<file path="config.mk">
export PLATFORM = sky130hd
export DESIGN_NAME = sct_timer
export DESIGN_NICKNAME = d
export VERILOG_FILES = /design/src/sct_pkg.sv /design/src/sct_half.sv /design/src/sct_timer.sv
export VERILOG_INCLUDE_DIRS = /design/src
export SDC_FILE = /design/constraint.sdc
export NUM_CORES = 1
export LEC_CHECK = 0
export BUFFER_PORTS_ARGS = -buffer_cell sky130_fd_sc_hd__buf_4
export CORE_MARGIN = 8
export CORE_UTILIZATION = 27
export DETAILED_ROUTE_END_ITERATION = 8
export PLACE_DENSITY_LB_ADDON = 0.3
export SETUP_SLACK_MARGIN = 0.3
export SYNTH_ARGS = -nofsm -noshare
export SYNTH_HDL_FRONTEND = slang
export SYNTH_SLANG_ARGS = --single-unit
export TNS_END_PERCENT = 10
</file>
<file path="constraint.sdc">
create_clock -name pclk -period 5 [get_ports pclk]
set_input_delay 1 -clock pclk [delete_from_list [all_inputs] [get_ports pclk]]
set_output_delay 1 -clock pclk [all_outputs]
set_load 0.05 [all_outputs]
</file>
<file path="src/sct_regs.svh">
// Function
// RL1: counter advances once per selected clock pulse
// RL2: continuous compare; match clears, interrupts, toggles
// RL3: two independent 8-bit halves, low and high
// RL4: prescaler divides system clock by 32/16/4
// RL5: write-only control selects clock, output level
// RL6: both counters readable and writable by software
// RL7: settings block match clear, enable overflow interrupt
// RL8: low match toggles pin, sets flag, interrupts
// RL9: software presets toggle level before counting
// RL10: waveform repeats without rewriting compare value
// RL11: high half mirrors low half behaviour
// RL12: software clears match flag before next interrupt
`ifndef SCT_REGS_SVH
`define SCT_REGS_SVH

// byte offsets on the register bus
`define SCT_OFF_CTRL 8'h00
`define SCT_OFF_CTRL_STAT 8'h04
`define SCT_OFF_LOW_CNT 8'h08
`define SCT_OFF_HIGH_CNT 8'h0C
`define SCT_OFF_LOW_CMP 8'h10
`define SCT_OFF_HIGH_CMP 8'h14
`define SCT_OFF_IRQ_STAT 8'h18
`define SCT_OFF_IRQ_MASK 8'h1C

// tone_timer_control fields
`define SCT_CTRL_SEL_LSB 0
`define SCT_CTRL_SEL_MSB 1
`define SCT_CTRL_LOW_LVL 2
`define SCT_CTRL_HIGH_LVL 3

// timer_ctrl_status fields
`define SCT_CS_LOW_NOCLR 0
`define SCT_CS_HIGH_NOCLR 1
`define SCT_CS_LOW_TOG 4
`define SCT_CS_HIGH_TOG 5

// interrupt status and mask layout
`define SCT_EV_LOW_MATCH 0
`define SCT_EV_HIGH_MATCH 1
`define SCT_EV_LOW_OVF 2
`define SCT_EV_HIGH_OVF 3
`define SCT_EV_W 4

// reset values
`define SCT_RST_NOCLR 2'h0
`define SCT_RST_MASK 4'h0
`define SCT_RST_STAT 4'h0

// prescaler terminal counts
`define SCT_PRESC_W 5
`define SCT_DIV32_TC 5'h1F
`define SCT_DIV16_TC 4'hF
`define SCT_DIV4_TC 2'h3

`endif

</file>
<file path="src/sct_pkg.sv">
package sct_pkg;

    typedef enum logic [1:0] {
        SCT_CLK_DIV32,
        SCT_CLK_DIV16,
        SCT_CLK_DIV4,
        SCT_CLK_STOP
    } sct_clk_sel_t;

endpackage

</file>
<file path="src/sct_half.sv">
`timescale 1ns/1ps
`default_nettype none
module sct_half #(
    parameter int W = 8
) (
    // clock and reset
    input wire logic pclk,
    input wire logic presetn,
    // count control
    input wire logic tick,
    input wire logic [W-1:0] cmp_val,
    input wire logic no_clear,
    // software access
    input wire logic cnt_wr,
    input wire logic [W-1:0] cnt_wdata,
    input wire logic tog_wr,
    input wire logic tog_wdata,
    // results
    output logic [W-1:0] cnt,
    output logic tog,
    output logic match,
    output logic ovf
);

    typedef struct packed {
        logic [W-1:0] cnt;
        logic tog;
        logic match;
        logic ovf;
    } sct_half_state_t;

    sct_half_state_t s;
    sct_half_state_t n;
    logic hit;

    assign hit = (s.cnt == cmp_val);

    always_comb
    begin
        n = s;
        n.match = 1'b0;
        n.ovf = 1'b0;
        // RL1: step per tick
        if (tick)
        begin
            // RL2: compare on every tick
            if (hit)
            begin
                // RL8: toggle and flag together
                n.tog = ~s.tog;
                n.match = 1'b1;
                // RL7: optional clear on match
                n.cnt = no_clear ? W'(s.cnt + 1'b1) : '0;
            end
            else
            begin
                n.cnt = W'(s.cnt + 1'b1);
            end
            if (&s.cnt && !(hit && !no_clear))
            begin
                n.ovf = 1'b1;
            end
        end
        // RL6: software write wins over counting
        if (cnt_wr)
        begin
            n.cnt = cnt_wdata;
        end
        // RL9: preset toggle level
        if (tog_wr)
        begin
            n.tog = tog_wdata;
        end
    end

    always_ff @(posedge pclk or negedge presetn)
    begin
        if (!presetn)
        begin
            s <= '0;
        end
        else
        begin
            s <= n;
        end
    end

    assign cnt = s.cnt;
    assign tog = s.tog;
    assign match = s.match;
    assign ovf = s.ovf;
endmodule
`default_nettype wire

</file>
<file path="src/sct_timer.sv">
// Our own choices: the address map and register access over APB.
`timescale 1ns/1ps
`default_nettype none
`include "sct_regs.svh"
module sct_timer #(
    parameter int CNT_W = 8,
    parameter int ADDR_W = 8
) (
    // clock and reset
    input wire logic pclk,
    input wire logic presetn,
    // apb slave
    input wire logic psel,
    input wire logic penable,
    input wire logic pwrite,
    input wire logic [ADDR_W-1:0] paddr,
    input wire logic [31:0] pwdata,
    output logic [31:0] prdata,
    output logic pready,
    output logic pslverr,
    // toggle outputs to the mixer
    output logic low_toggle_out,
    output logic high_toggle_out,
    // interrupt
    output logic irq
);

    if (CNT_W < 2 || CNT_W > 32)
    begin : g_bad_cnt_w
        $error("CNT_W must lie between 2 and 32");
    end
    if (ADDR_W < 5 || ADDR_W > 32)
    begin : g_bad_addr_w
        $error("ADDR_W must lie between 5 and 32");
    end

    typedef struct packed {
        logic [`SCT_PRESC_W-1:0] presc;
        sct_pkg::sct_clk_sel_t clk_sel;
        logic [1:0] no_clear;
        logic [1:0][CNT_W-1:0] cmp;
        logic [`SCT_EV_W-1:0] stat;
        logic [`SCT_EV_W-1:0] mask;
        logic irq;
        logic pready;
        logic pslverr;
        logic [31:0] prdata;
    } sct_state_t;

    localparam sct_state_t ST_RST = '{
        presc: '0,
        clk_sel: sct_pkg::SCT_CLK_STOP,
        no_clear: `SCT_RST_NOCLR,
        cmp: '0,
        stat: `SCT_RST_STAT,
        mask: `SCT_RST_MASK,
        irq: 1'b0,
        pready: 1'b0,
        pslverr: 1'b0,
        prdata: '0
    };

    sct_state_t s;
    sct_state_t n;

    logic tick;
    logic setup_ph;
    logic wr_fire;
    logic [1:0] cnt_wr;
    logic [1:0] tog_wr;
    logic [1:0] tog_wdata;
    logic [1:0][CNT_W-1:0] cnt_q;
    logic [1:0] tog_q;
    logic [1:0] match_q;
    logic [1:0] ovf_q;
    logic [`SCT_EV_W-1:0] ev;

    // RL4: divide by 32, 16 or 4
    function automatic logic tick_of(sct_pkg::sct_clk_sel_t sel, logic [`SCT_PRESC_W-1:0] p);
        logic t;
        t = 1'b0;
        unique case (sel)
            sct_pkg::SCT_CLK_DIV32: t = (p == `SCT_DIV32_TC);
            sct_pkg::SCT_CLK_DIV16: t = (p[3:0] == `SCT_DIV16_TC);
            sct_pkg::SCT_CLK_DIV4: t = (p[1:0] == `SCT_DIV4_TC);
            sct_pkg::SCT_CLK_STOP: t = 1'b0;
        endcase
        return t;
    endfunction

    function automatic logic is_addr(logic [ADDR_W-1:0] a, logic [7:0] off);
        return a == ADDR_W'(off);
    endfunction

    function automatic logic is_mapped(logic [ADDR_W-1:0] a);
        return is_addr(a, `SCT_OFF_CTRL) || is_addr(a, `SCT_OFF_CTRL_STAT) ||
            is_addr(a, `SCT_OFF_LOW_CNT) || is_addr(a, `SCT_OFF_HIGH_CNT) ||
            is_addr(a, `SCT_OFF_LOW_CMP) || is_addr(a, `SCT_OFF_HIGH_CMP) ||
            is_addr(a, `SCT_OFF_IRQ_STAT) || is_addr(a, `SCT_OFF_IRQ_MASK);
    endfunction

    assign tick = tick_of(s.clk_sel, s.presc);
    assign setup_ph = psel && !penable && !s.pready;
    // one wait-free access: the write lands on the edge that sees pready high
    assign wr_fire = psel && penable && s.pready && pwrite && is_mapped(paddr);

    assign cnt_wr[0] = wr_fire && is_addr(paddr, `SCT_OFF_LOW_CNT);
    assign cnt_wr[1] = wr_fire && is_addr(paddr, `SCT_OFF_HIGH_CNT);
    // RL9: control write presets both levels
    assign tog_wr[0] = wr_fire && is_addr(paddr, `SCT_OFF_CTRL);
    assign tog_wr[1] = tog_wr[0];
    assign tog_wdata[0] = pwdata[`SCT_CTRL_LOW_LVL];
    assign tog_wdata[1] = pwdata[`SCT_CTRL_HIGH_LVL];

    // RL3: two independent halves
    // RL11: high half built like the low one
    for (genvar i = 0; i < 2; i++)
    begin : g_half
        sct_half #(
            .W(CNT_W)
        ) u_half (
            .pclk(pclk),
            .presetn(presetn),
            .tick(tick),
            .cmp_val(s.cmp[i]),
            .no_clear(s.no_clear[i]),
            .cnt_wr(cnt_wr[i]),
            .cnt_wdata(pwdata[CNT_W-1:0]),
            .tog_wr(tog_wr[i]),
            .tog_wdata(tog_wdata[i]),
            .cnt(cnt_q[i]),
            .tog(tog_q[i]),
            .match(match_q[i]),
            .ovf(ovf_q[i])
        );
    end

    always_comb
    begin
        ev = '0;
        ev[`SCT_EV_LOW_MATCH] = match_q[0];
        ev[`SCT_EV_HIGH_MATCH] = match_q[1];
        ev[`SCT_EV_LOW_OVF] = ovf_q[0];
        ev[`SCT_EV_HIGH_OVF] = ovf_q[1];
    end

    always_comb
    begin
        n = s;
        // free-running prescaler shared by all clock choices
        n.presc = `SCT_PRESC_W'(s.presc + 1'b1);

        if (setup_ph)
        begin
            n.pready = 1'b1;
            n.pslverr = !is_mapped(paddr);
            n.prdata = '0;
            if (!pwrite)
            begin
                if (is_addr(paddr, `SCT_OFF_CTRL_STAT))
                begin
                    n.prdata[`SCT_CS_LOW_NOCLR] = s.no_clear[0];
                    n.prdata[`SCT_CS_HIGH_NOCLR] = s.no_clear[1];
                    n.prdata[`SCT_CS_LOW_TOG] = tog_q[0];
                    n.prdata[`SCT_CS_HIGH_TOG] = tog_q[1];
                end
                // RL6: counters read back live value
                if (is_addr(paddr, `SCT_OFF_LOW_CNT))
                begin
                    n.prdata[CNT_W-1:0] = cnt_q[0];
                end
                if (is_addr(paddr, `SCT_OFF_HIGH_CNT))
                begin
                    n.prdata[CNT_W-1:0] = cnt_q[1];
                end
                if (is_addr(paddr, `SCT_OFF_LOW_CMP))
                begin
                    n.prdata[CNT_W-1:0] = s.cmp[0];
                end
                if (is_addr(paddr, `SCT_OFF_HIGH_CMP))
                begin
                    n.prdata[CNT_W-1:0] = s.cmp[1];
                end
                if (is_addr(paddr, `SCT_OFF_IRQ_STAT))
                begin
                    n.prdata[`SCT_EV_W-1:0] = s.stat;
                end
                if (is_addr(paddr, `SCT_OFF_IRQ_MASK))
                begin
                    n.prdata[`SCT_EV_W-1:0] = s.mask;
                end
            end
        end
        else if (psel && penable && s.pready)
        begin
            n.pready = 1'b0;
            n.pslverr = 1'b0;
        end

        // RL5: write-only clock select, reads as zero
        if (wr_fire && is_addr(paddr, `SCT_OFF_CTRL))
        begin
            n.clk_sel = sct_pkg::sct_clk_sel_t'(pwdata[`SCT_CTRL_SEL_MSB:`SCT_CTRL_SEL_LSB]);
            // restart the divide so the first tick comes a full period later
            n.presc = '0;
        end
        // RL7: match-clear inhibit per half
        if (wr_fire && is_addr(paddr, `SCT_OFF_CTRL_STAT))
        begin
            n.no_clear[0] = pwdata[`SCT_CS_LOW_NOCLR];
            n.no_clear[1] = pwdata[`SCT_CS_HIGH_NOCLR];
        end
        // RL10: compare held until software rewrites it
        if (wr_fire && is_addr(paddr, `SCT_OFF_LOW_CMP))
        begin
            n.cmp[0] = pwdata[CNT_W-1:0];
        end
        if (wr_fire && is_addr(paddr, `SCT_OFF_HIGH_CMP))
        begin
            n.cmp[1] = pwdata[CNT_W-1:0];
        end
        if (wr_fire && is_addr(paddr, `SCT_OFF_IRQ_MASK))
        begin
            n.mask = pwdata[`SCT_EV_W-1:0];
        end

        // RL12: write one clears, a fresh event wins
        if (wr_fire && is_addr(paddr, `SCT_OFF_IRQ_STAT))
        begin
            n.stat = (s.stat & ~pwdata[`SCT_EV_W-1:0]) | ev;
        end
        else
        begin
            n.stat = s.stat | ev;
        end

        // RL8: unmasked flag requests the cpu
        n.irq = |(n.stat & n.mask);
    end

    always_ff @(posedge pclk or negedge presetn)
    begin
        if (!presetn)
        begin
            s <= ST_RST;
        end
        else
        begin
            s <= n;
        end
    end

    assign prdata = s.prdata;
    assign pready = s.pready;
    assign pslverr = s.pslverr;
    assign irq = s.irq;
    assign low_toggle_out = tog_q[0];
    assign high_toggle_out = tog_q[1];
endmodule
`default_nettype wire

</file>
* Word-level counts from Yosys, hierarchy flattened *
Cells that the tools add are included.

storage, ports and cells
  register bits after elaboration = 66
  bits of input ports = 45
  output and inout bits = 37
  word-level logic and storage cells = 118

cells by class
  add/subtract/negate cells = 3
  equality and inequality tests = 15
  multiplexer cells = 29
  bitwise operators = 7
  reductions and logical operators = 45

operator list
  operator             count
  $mux 8               11
  $eq 8x5->1 const B   4
  $mux 11              2
  $logic_and 1x1->1    18
  $add 8x1->8 const B  2
  $eq 8x4->1 const B   2
  $eq 8x8->1           2
  $mux 4               4
  $reduce_and 8->1     2
  $mux 2               6
  $reduce_bool 2->1    6
  $and 4x4->4          2
  $eq 8x3->1 const B   1
  $logic_not 8->1      1
  $or 4x4->4           2
  $logic_not 1->1      7
  $logic_or 1x1->1     7
  $mux 7               1
  $eq 2x2->1 const B   3
  $add 5x1->5 const B  1
  $eq 5x5->1 const B   1
  $eq 4x4->1 const B   1
  $mux 1               4
  $not 4->4            1
  other kinds (6)      8

* Logic depth before layout (Yosys ltp) *
Gate-level depths: netlist of the first run.

  depth after elaboration = 13
  gate-level depth with buffers = 10
  depth with buffers taken out = 9

* By module *
Synthesis of the first run repeated with hierarchy kept, for this count alone.

second synthesis, totals
  cells, all modules = 396
  area total of the unflattened synthesis = 4125.2 um^2

by module, submodules not included
  module     instances  cells an instance  area an instance (um^2)  seq. area each (um^2)
  sct_timer  1          242                2571.2                   1103.6
  sct_half   2          77                 777.0                    275.3

* Worst setup path before layout of the first run *
Ideal clock, no wire load.

  kind = input to register
  start = input paddr[5]
  end = register s[61] (netlist name)
  setup time = 82 ps
  arrival time = 2513 ps
  data required time = 4918 ps
  path slack = 2404 ps
  cell stages on the path = 6
  buffers on the path = 2
  cells stage by stage = or3_1 > buf_2 > nor3_2 > nor3b_1 > buf_4 > mux2_2

on the way
  word-level cells in the longest chain between the ends = 10
  elaborated cells between the ends (all ways) = 17
  classes of those cells = eq/ne (7); reduce/logical (10)

RTL lines
  item                                           RTL line          RTL
  from (decl)                                    sct_timer.sv:16   input wire logic [ADDR_W-1:0] paddr,
  $eq 8x3->1 or $logic_not 8->1 (tied branches)  sct_timer.sv:92   return a == ADDR_W'(off);
  $logic_or 1x1->1 (7 in a row)                  sct_timer.sv:96   return is_addr(a, `SCT_OFF_CTRL) || is_addr(a, `SCT_OFF_CTRL_STAT) ||
  $logic_and 1x1->1                              sct_timer.sv:105  assign wr_fire = psel && penable && s.pready && pwrite && is_mapped(paddr);
  $logic_and 1x1->1 (*)                          sct_timer.sv:201  if (wr_fire && is_addr(paddr, `SCT_OFF_CTRL))
  to (signal assigned)                           sct_timer.sv:249  s <= n;
  to (decl)                                      sct_timer.sv:63   sct_state_t s;

Every way passes the cells marked *; elsewhere a longest branch is shown, timed or not.
A chain may end at the register's enable or synchronous reset.

* Final worst setup path of the first run *
  start = input paddr[5]
  end = register g_half[0].u_half.s, in the netlist g_half[0].u_half.cnt[2]

on the way
  word-level cells in the longest chain between the ends = 11
  elaborated cells between the ends (all ways) = 19
  classes of those cells = eq/ne (7); mux (1); reduce/logical (11)

RTL lines
  item                                           RTL line          RTL
  $eq 8x3->1 or $logic_not 8->1 (tied branches)  sct_timer.sv:92
  $logic_or 1x1->1 (7 in a row)                  sct_timer.sv:96
  $logic_and 1x1->1                              sct_timer.sv:105
  $logic_and 1x1->1 (*)                          sct_timer.sv:107  assign cnt_wr[0] = wr_fire && is_addr(paddr, `SCT_OFF_LOW_CNT);
  $mux 8 or $reduce_bool 2->1 (tied branches)    -
  to (signal assigned)                           sct_half.sv:84    s <= n;
  to (decl)                                      sct_half.sv:32    sct_half_state_t s;

Marks and branches as above.

==> results of run 1 <==
==> state kept, by name (all words and copies together), names as in the netlist <==
| register | cells |
|---|---|
| g_half.u_half.ovf | 2 |
| g_half.u_half.tog | 2 |
| g_half.u_half.match | 2 |
| pslverr | 1 |
| prdata | 8 |
| s | 33 |
| irq | 1 |
| pready | 1 |
| g_half.u_half.cnt | 16 |
==> cell families (layout without fill, tap and decap cells) <==
kind of cell               Yosys count  after routing
adders and majority gates            4              4
DFF                                 66             66
buffers and inverters               66             60
muxes                               30             30
other                                1             24
and+or+nand+nor                    161            161
AOI/OAI and AO/OA                   98             98
xor gates and xnor gates            20             20
==> power by group through the flow <==
stage	clock network (mW)	registers (mW)	logic (mW)
after floorplan	0	0.650	0.237
after global placement	0	0.649	0.316
after detailed placement	0	0.651	0.320
after CTS	0.685	0.642	0.322
after global routing	0.704	0.649	0.359
final	0.666	0.643	0.321
==> cell type report <==
type                            count  area [um2]  share of cell area, %
Sequential cell                    66        1650                   35.1
Inverter                           10        37.5                  0.796
Clock buffer                       15         288                   6.10
Tap cell                          188         235                   4.99
Timing Repair Buffer               34         255                   5.41
Clock inverter                      1        30.0                  0.636
Multi-Input combinational cell    337        2220                   47.0
==> metrics by stage <==
stage / hold WS [ns] / utilization (%) / power [mW] / worst slack, ns
5_1_grt: 0.494 / 31.2 / 1.71 / 1.96
2_1_floorplan: 0.431 / - / 0.888 / 2.40
4_1_cts: 0.465 / 31.2 / 1.65 / 2.12
3_3_place_gp: 0.453 / 29.1 / 0.965 / 1.76
6_report: 0.465 / 31.2 / 1.63 / 2.10
3_5_place_dp: 0.458 / 29.1 / 0.972 / 1.77
==> Yosys cell counts, drive strengths merged, types with 7 or more instances <==
cell type and instances:
nor4 13, dfrtp 64, and3 12, nor3 8, nor3b 7, a21o 7, xor2 17, o221ai 7
clkbuf 14, a21oi 23, inv 10, buf 42, nor2b 7, nor2 19, nand2 50, a22oi 11
o21ai 26, nand3 15, mux2 24
==> worst max path at each step <==
stage                                                     end  slack, ns  depth (start not counted)
final                     g_half[0].u_half.cnt[2]$_DFFE_PN0P_       2.10                          6
after global routing                        s[49]$_DFFE_PN0P_       1.96                          5
after CTS                                   s[56]$_DFFE_PN0P_       2.12                          6
after detailed placement  g_half[0].u_half.cnt[2]$_DFFE_PN0P_       1.77                          6
after global placement    g_half[0].u_half.cnt[2]$_DFFE_PN0P_       1.76                          6
after floorplan                             s[61]$_DFFE_PN1P_       2.40                          6
==> cells in the final DEF (no fill, tap or decap), drive strengths merged, types with 13 or more instances in the layout <==
cell type,Yosys,final
buf,42,34
xor2,17,17
o21ai,26,26
nor2,19,19
nand2,50,50
nor4,13,13
mux2,24,24
clkbuf,14,15
dfrtp,64,64
conb,1,24
nand3,15,15
a21oi,23,23
==> layer usage <==
metal	share of wire, %	track usage (%)	vias to the layer above
li1	-	-	1575
met1	45	15.9	1637
met2	47	19.6	105
met4	1.2	3.37	0
met5	0	0	-
met3	6.8	3.47	13
==> critical path, stage by stage <==
cell                      delay, ns
sky130_fd_sc_hd__buf_4         0.11
sky130_fd_sc_hd__or3_1         0.56
sky130_fd_sc_hd__nor4b_4       0.86
sky130_fd_sc_hd__nor2_1        0.27
sky130_fd_sc_hd__a22oi_1       0.23
sky130_fd_sc_hd__nand2_1       0.08
==> impl_metrics.ini, run 1 <==
[finish]
antenna_cells = 0
fillers = 1590
final_design_area_no_fill_mm2 = 0.00472
nets = 507
drive_gt1_share_pct = 18.6
final_cell_count_no_fill = 651
synthToLayoutAreaGrowth_pct = 13.0

[timing]
finalWorstPathRequiredPeriod_ns = 2.90
setup_violations = 0
max_clock_freq_ghz = 0.345
timing.max_slew.rel_slack_pct = 37.7
final_layout_setup_total_negative_slack_ns = 0
rsz_0062_raised_after_global_routing = no
final_min_period_over_clock_period_pct = 58.0
tightestPinTransition_ns = 0.934
timing_max_transition_violations_final = 0
timing.clock.skew_ns = 0.00766
hold_violations = 0

[worst_setup_path]
crit_arrival_ns = 3.12
reg2reg_setup_slack_ns = 2.53
ff2ff_path_depth = 9
timing.rr.start = s[63]$_DFF_PN0_
criticalPathCategory = primary input to register
worstReg2RegEnd = g_half[1].u_half.tog$_DFFE_PN0P_
crit_path_start_kind = primary input
critPathCaptureType = register
worst_setup_path_startpoint = paddr[5]
required_ns = 5.22
path_max_fanout = 18

[floorplanning]
die_width_um = 140
die_height_um = 140
die_area_mm2 = 0.0197
std_cell_rows = 45
core_area_mm2 = 0.0151
ioPinCount = 82
start_util_pct = 27.6

[synth]
synth_simple_gate_area_share_pct = 22.6
muxShareOfSynthArea_pct = 7.91
post_synth_inst_count = 446
synth_enable_flop_cells = 0
yosys.area.top_type = sky130_fd_sc_hd__dfrtp_1
post_synth.cell_area_avg_um2 = 9.36
ys_types = 56
synth-compound-area-share_pct = 15.0
postSynth.asyncResetShare_pct = 100
yosysWarningCount = 0
synth-xor-area-share_pct = 4.20
synth_ff_type = sky130_fd_sc_hd__dfrtp_1
synth.top_cell.area_share_pct = 38.4
synth.ff_latch_count = 66
synth.yosys.seq_area_share_pct = 39.6
synth.area.top_cells = sky130_fd_sc_hd__dfrtp_1 38%, sky130_fd_sc_hd__buf_4 6.5%, sky130_fd_sc_hd__mux2_2 6.5%
combinational_family_with_the_most_area_after_synthesis = simple AND/OR/NAND/NOR gates
mappedNetlistArea_mm2 = 0.00417
yosys.area_share.adder_pct = 1.20

[cts]
root_buffer = sky130_fd_sc_hd__clkbuf_16
clock_sinks = 66
clockBufferDepth = 2
clk_latency_ns = 0.34
cts_hold_buffers = 0
tritoncts_clock_tree = built
cts_post_setup_buffers_inserted = 0
path_clk_slew_ns = 0.06
cts_htree_levels = 3
cts-buffers-inserted = 9
postCtsResizedCells = 0

[grt]
grt_pass1_vias = 3309
grt_max_degree = 67
antenna_found_initial = 0
grt_pass1_wl_um = 18800
gr-usage-all-layers_pct = 12.3
globalRoute.totalOverflow = 0

[route]
initialDrtViolationCount = 238
route.detailed.wl_per_inst_um = 18.1
routed_via_density = 5.12
dr_total_vias = 3330
post-route-drc-count = 0
drt_first_pass_iters = 4
wirelength_um = 11800
drt.antenna.violating_nets = 0

[min_path]
hp-start = s[63]$_DFF_PN0_
worstHoldEndpoint = s[63]$_DFF_PN0_
whs_path_depth = 1
min-delay-path-class = register to register

[pwr]
total_leakage_power_nw = 2.21
pwr_density_cell_mw_per_mm2 = 346
netSwitchingFraction_pct = 30.1
seq_power_share_pct = 39.4
share_comb_of_total_power_pct = 19.7
power_frac_clock_pct = 40.8
worst_ir_drop_vdd_mv = 0.153
switching_power_mw = 0.490
power_report.internal_total_mw = 1.14

[status]
status = finished clean

[placed_design]
place_area_mm2 = 0.00440
hpwlAfterDp_um = 8570
finalWeightedCongestion = 0.837
dpl.cell_count = 635
buffer_ports.inserted = 33

[run]
max_capacitance_violation_count = 0
Note: power is estimated with default switching activity, not from simulation.
==> run 2: changes to the inputs <==
Clock period 5 ns to 2.9 ns, I/O delays scaled along.
==> impl_metrics.ini, run 2 (synthesis results as in run 1) <==
[cts]
clk_latency_ns = 0.34
tritoncts_clock_tree = built
clockBufferDepth = 2
cts_post_setup_buffers_inserted = 0
cts_htree_levels = 3
root_buffer = sky130_fd_sc_hd__clkbuf_16
cts-buffers-inserted = 9
path_clk_slew_ns = 0.06
cts_hold_buffers = 0
clock_sinks = 66
postCtsResizedCells = 0

[timing]
finalWorstPathRequiredPeriod_ns = 2.28
setup_violations = 0
final_layout_setup_total_negative_slack_ns = 0
timing_max_transition_violations_final = 0
max_clock_freq_ghz = 0.439
rsz_0062_raised_after_global_routing = no
hold_violations = 0
tightestPinTransition_ns = 0.874
final_min_period_over_clock_period_pct = 78.6
timing.max_slew.rel_slack_pct = 41.7
timing.clock.skew_ns = 0.00799

[floorplanning]
die_area_mm2 = 0.0197
die_width_um = 140
ioPinCount = 82
die_height_um = 140
std_cell_rows = 45
core_area_mm2 = 0.0151
start_util_pct = 27.6

[pwr]
worst_ir_drop_vdd_mv = 0.276
total_leakage_power_nw = 2.22
pwr_density_cell_mw_per_mm2 = 564

[placed_design]
buffer_ports.inserted = 33
place_area_mm2 = 0.00445
hpwlAfterDp_um = 8540
finalWeightedCongestion = 0.850

[worst_setup_path]
crit_arrival_ns = 2.47
criticalPathCategory = primary input to register
critical_path.max_stage_delay_ns = 0.56
top_cell_family_by_delay_on_the_critical_path = simple AND/OR/NAND/NOR gates
worstReg2RegEnd = g_half[0].u_half.cnt[2]$_DFFE_PN0P_
series_of_cell_instances_along_the_critical_path = buf_4 > or3_1 > nor4b_4 > nand2_1 > o21ai_0 > o211ai_1
critPathCaptureType = register
ff2ff_path_depth = 10
critical_path_cell_count = 6
timing.rr.start = s[63]$_DFF_PN0_
reg2reg_setup_slack_ns = 0.75
crit_path_capture = irq$_DFF_PN0_
path_max_fanout = 7
required_ns = 3.09
cp_num_buf_inv = 1
worst_setup_path_startpoint = paddr[5]
cpMaxStageDelayCell = sky130_fd_sc_hd__or3_1
crit_path_start_kind = primary input

[route]
dr_total_vias = 3381
drt.antenna.violating_nets = 0
routed_via_density = 5.15
route.detailed.wl_per_inst_um = 18.0
wirelength_um = 11800
drt_first_pass_iters = 4
post-route-drc-count = 0
initialDrtViolationCount = 259

[finish]
synthToLayoutAreaGrowth_pct = 13.0
fillers = 1588
nets = 513
max_flop_register = s
layout.cells.most_common_list = 64 x sky130_fd_sc_hd__dfrtp_1, 49 x sky130_fd_sc_hd__nand2_1, 40 x sky130_fd_sc_hd__buf_4
final_design_area_no_fill_mm2 = 0.00472
largest_register_ff_count = 33
drive_gt1_share_pct = 20.0
antenna_cells = 0
final_common_cell = sky130_fd_sc_hd__dfrtp_1

[grt]
globalRoute.totalOverflow = 0
grt_pass1_wl_um = 19100
grt_pass1_vias = 3398
antenna_found_initial = 0
gr-usage-all-layers_pct = 12.3
grt_max_degree = 67

[run]
max_capacitance_violation_count = 0

[status]
status = finished clean

[min_path]
min-delay-path-class = primary input to async pin
==> run 2: changes by cell type in the layout (fill, tap and decap cells not counted) <==
cell	change
sky130_fd_sc_hd__bufinv_16	-1
sky130_fd_sc_hd__clkbuf_1	-2
sky130_fd_sc_hd__clkinv_4	+1
sky130_fd_sc_hd__buf_4	+6
sky130_fd_sc_hd__clkinv_2	+3
sky130_fd_sc_hd__clkinvlp_4	+3
sky130_fd_sc_hd__clkbuf_8	-4
==> run 2: area by class of cell <==
cell class	count	area (um2)	area share, %
Inverter	10	37.5	0.796
Clock buffer	9	225	4.77
Tap cell	188	235	4.99
Timing Repair Buffer	40	300	6.37
Multi-Input combinational cell	337	2220	47.0
Sequential cell	66	1650	35.1
Clock inverter	7	46.3	0.981
==> run 2: metrics by stage <==
| stage | utilization, % | hold slack [ns] | cells | total power, mW | worst slack [ns] |
|---|---|---|---|---|---|
| 4_1_cts | 31.1 | 0.399 | 657 | 2.69 | 0.634 |
| 5_1_grt | 31.1 | 0.438 | 657 | 2.81 | 0.503 |
| 6_report | 31.1 | 0.355 | 657 | 2.66 | 0.622 |
| 3_5_place_dp | 29.4 | 0.452 | 641 | 1.68 | 0.282 |
| 2_1_floorplan | - | 0.284 | 469 | 1.53 | 0.724 |
| 3_3_place_gp | 29.4 | 0.448 | 641 | 1.66 | 0.309 |
==> run 2: worst min-delay path by stage <==
stage                          from                                   to  slack, ns  depth (start not counted)
floorplan                   presetn  g_half[0].u_half.cnt[0]$_DFFE_PN0P_       0.28                          0
global route                presetn  g_half[1].u_half.cnt[7]$_DFFE_PN0P_       0.44                          1
global placement    s[63]$_DFF_PN0_                      s[63]$_DFF_PN0_       0.45                          1
detailed placement  s[63]$_DFF_PN0_                      s[63]$_DFF_PN0_       0.45                          1
finish                      presetn  g_half[1].u_half.cnt[7]$_DFFE_PN0P_       0.35                          1
CTS                         presetn       g_half[1].u_half.ovf$_DFF_PN0_       0.40                          1
==> run 2: power breakdown <==
group          internal [mW]  total, mW  leakage, nW  switching (mW)
registers               1.00       1.11        0.845           0.114
clock network          0.574      0.995        0.127           0.421
logic                  0.206      0.552         1.24           0.346
total                   1.78       2.66         2.22           0.881
==> run 2: worst reg2reg max path, cell delays in order, from the launching register on <==
cell and delay (ns):
sky130_fd_sc_hd__dfrtp_1 0.39, sky130_fd_sc_hd__ha_1 0.24, sky130_fd_sc_hd__nand3_1 0.14, sky130_fd_sc_hd__inv_1 0.06
sky130_fd_sc_hd__ha_1 0.17, sky130_fd_sc_hd__mux2i_1 0.20, sky130_fd_sc_hd__o22ai_1 0.11, sky130_fd_sc_hd__buf_4 0.18
sky130_fd_sc_hd__nor2_1 0.36, sky130_fd_sc_hd__a22oi_1 0.12, sky130_fd_sc_hd__nand2_1 0.11
==> run 2: per-layer routing <==
metal / wire length [um] / up-vias / global-route usage [%]
met5: 0 / - / 0
met4: 259 / 0 / 4.86
met3: 788 / 22 / 3.40
met2: 5530 / 108 / 19.5
met1: 5220 / 1663 / 15.6
li1: - / 1588 / -
==> run 3: changes to the inputs <==
Settings changed: ABC_AREA set to 1.
Clock period 2.9 ns to 2.2 ns, I/O delays scaled along.
==> impl_metrics.ini, run 3 <==
[synth]
synth.yosys.seq_area_share_pct = 41.6
yosys.area.top_type = sky130_fd_sc_hd__dfrtp_1
postSynth.asyncResetShare_pct = 100
post_synth_inst_count = 545
synth_ff_type = sky130_fd_sc_hd__dfrtp_1
synth.area.top_cells = sky130_fd_sc_hd__dfrtp_1 40%, sky130_fd_sc_hd__nand2_1 14%, sky130_fd_sc_hd__inv_1 8.0%
post_synth.cell_area_avg_um2 = 7.30
synth.top_cell.area_share_pct = 40.2
ys_types = 32
synth.ff_latch_count = 66
yosysWarningCount = 0
mappedNetlistArea_mm2 = 0.00398
synth_enable_flop_cells = 0
post-synth-top-count-cell = sky130_fd_sc_hd__nand2_1
synth_top_cells_by_count = 149 x sky130_fd_sc_hd__nand2_1, 85 x sky130_fd_sc_hd__inv_1, 64 x sky130_fd_sc_hd__dfrtp_1, 36 x sky130_fd_sc_hd__nor2_1, 32 x sky130_fd_sc_hd__buf_4

[finish]
layout.cells.most_common_list = 147 x sky130_fd_sc_hd__nand2_1, 85 x sky130_fd_sc_hd__inv_1, 64 x sky130_fd_sc_hd__dfrtp_1
fillers = 1550
multiInputGateArea_mm2 = 0.00187
largest_register_ff_count = 33
final_common_cell = sky130_fd_sc_hd__nand2_1
sequential_cell_area_mm2 = 0.00165
drive_gt1_share_pct = 14.8
antenna_cells = 0
synthToLayoutAreaGrowth_pct = 18.3
max_flop_register = s
nets = 633

[route]
detailroute.wirelength.met2_um = 4500
wirelength_um = 10200
routed_via_density = 4.33
initialDrtViolationCount = 230
dr_total_vias = 3345
post-route-drc-count = 0
wl_met3_um = 767
drt.antenna.violating_nets = 0
wirelength_met1_um = 4760
route.detailed.wl_per_inst_um = 13.2
routed.top_layer = met4
drt_first_pass_iters = 4

[floorplanning]
start_util_pct = 27.5
core_area_mm2 = 0.0145
die_height_um = 137
std_cell_rows = 44
die_width_um = 137
ioPinCount = 82
die_area_mm2 = 0.0189

[grt]
grt_pass1_vias = 3240
globalRoute.totalOverflow = 0
antenna_found_initial = 0
grt_pass1_wl_um = 16700
grt_max_degree = 67
gr-usage-all-layers_pct = 11.4

[cts]
clk_latency_ns = 0.33
cts_htree_levels = 3
cts-buffers-inserted = 9
tritoncts_clock_tree = built
clock_sinks = 66
path_clk_slew_ns = 0.05
cts_hold_buffers = 0
clockBufferDepth = 2
root_buffer = sky130_fd_sc_hd__clkbuf_16

[status]
status = finished clean

[timing]
setup_violations = 0
holdWs_ns = 0.211
max_clock_freq_ghz = 0.566
timing.max_slew.rel_slack_pct = 42.6
rsz_0062_raised_after_global_routing = yes
tightestPinTransition_ns = 0.861
timing.clock.skew_ns = 0.00506
timing_max_transition_violations_final = 0
hold_violations = 0
final_layout_setup_total_negative_slack_ns = 0
finalWorstPathRequiredPeriod_ns = 1.77
final_min_period_over_clock_period_pct = 80.4

[worst_setup_path]
cpMaxStageDelayCell = sky130_fd_sc_hd__dfrtp_1
reg2reg_setup_slack_ns = 0.43
crit_arrival_ns = 2.04
critical_path.max_stage_delay_ns = 0.41
criticalPathCategory = register to register
top_cell_family_by_delay_on_the_critical_path = flip-flops
crit_path_start_kind = register
path_max_fanout = 8
required_ns = 2.47
cp_num_buf_inv = 3
series_of_cell_instances_along_the_critical_path = ha_4 > nand3_4 > inv_1 > ha_2 > o31ai_4 > a21oi_4 > nor2_1 > buf_4 > nand2_1 > o21ai_1 > inv_1 > nand2_1
critPathCaptureType = register

[run]
max_capacitance_violation_count = 0

[pwr]
power_report.internal_total_mw = 2.29
switching_power_mw = 0.910
seq_power_share_pct = 41.6
worst_ir_drop_vdd_mv = 0.264
share_comb_of_total_power_pct = 14.7
total_leakage_power_nw = 2.36
power_frac_clock_pct = 43.7
netSwitchingFraction_pct = 28.5
pwr_density_cell_mw_per_mm2 = 679

[placed_design]
buffer_ports.inserted = 33
finalWeightedCongestion = 0.879
hpwlAfterDp_um = 7710

[min_path]
min-delay-path-class = primary input to async pin
run 3: per-layer routing:
metal  track usage, %  vias to the layer above
li1                 -                     1732
met1             15.0                     1508
met2             17.5                       92
met3             2.95                       13
met4             4.28                        0
met5                0                        -
run 3: path summary, 6_finish.rpt:
kind,cells past startpoint,end,from
hold reg to reg,2,s[39]$_DFF_PN0_,g_half[0].u_half.match$_DFF_PN0_
min in group pclk,3,g_half[1].u_half.tog$_DFFE_PN0P_,pwdata[3]
setup / recovery,12,g_half[0].u_half.cnt[4]$_DFFE_PN0P_,s[63]$_DFF_PN0_
setup reg to reg,12,g_half[0].u_half.cnt[4]$_DFFE_PN0P_,s[63]$_DFF_PN0_
max in group asynchronous,1,prdata[2]$_DFFE_PN0P_,presetn
hold / removal,1,prdata[6]$_DFFE_PN0P_,presetn
run 3: area by class of cell:
| cell class | instances | share of cell area, % |
|---|---|---|
| well taps | 184 | 4.89 |
| inverters | 90 | 7.18 |
| multi-input cells | 373 | 39.6 |
| flip-flops and latches | 66 | 35.1 |
| clock inverters | 3 | 0.850 |
| repair buffers | 44 | 7.10 |
| clock buffers | 12 | 5.24 |
run 3: what timing repair did:
action,CTS,global route
endpoints found under the hold margin,0,0
pin swaps,0,6
setup endpoints to repair,18,22
buffers inserted,0,2
gates resized for setup,7,8
run 3: power by group through the flow:
stage	logic [mW]	registers (mW)	clock network, mW
after floorplan	0.238	1.45	0
after global placement	0.471	1.34	0
after detailed placement	0.476	1.35	0
after CTS	0.477	1.33	1.44
after global routing	0.516	1.34	1.49
final	0.471	1.33	1.40
run 3: logic make-up (layout without fill, tap and decap cells):
family | after synthesis | after routing | share of synthesized area (%)
simple gates | 252 | 252 | 27.2
buf+inv | 129 | 149 | 15.5
compound gates | 70 | 70 | 9.37
flops | 66 | 66 | 41.6
xor+xnor | 23 | 23 | 5.06
fa+ha+maj | 4 | 4 | 1.26
other cells | 1 | 24 | 0.0942
run 3: stage by stage:
| stage | power (mW) | std cells | utilization (%) | setup WS, ns | instance area, um2 |
|---|---|---|---|---|---|
| floorplan | 1.69 | 568 | - | 0.289 | 4070 |
| global placement | 1.81 | 755 | 29.9 | 0.0389 | 4330 |
| detailed placement | 1.82 | 755 | 29.9 | 0.00129 | 4330 |
| CTS | 3.24 | 770 | 32.1 | 0.273 | 4650 |
| global route | 3.34 | 772 | 32.5 | 0.270 | 4710 |
| finish | 3.20 | 772 | 32.5 | 0.432 | 4710 |
run 3: worst reg2reg max path: stages, from the launching register on:
cell and delay (ns):
sky130_fd_sc_hd__dfrtp_1 0.41, sky130_fd_sc_hd__ha_4 0.19, sky130_fd_sc_hd__nand3_4 0.08, sky130_fd_sc_hd__inv_1 0.04, sky130_fd_sc_hd__ha_2 0.17, sky130_fd_sc_hd__o31ai_4 0.21
sky130_fd_sc_hd__a21oi_4 0.09, sky130_fd_sc_hd__nor2_1 0.10, sky130_fd_sc_hd__buf_4 0.18, sky130_fd_sc_hd__nand2_1 0.06, sky130_fd_sc_hd__o21ai_1 0.07, sky130_fd_sc_hd__inv_1 0.05
sky130_fd_sc_hd__nand2_1 0.06
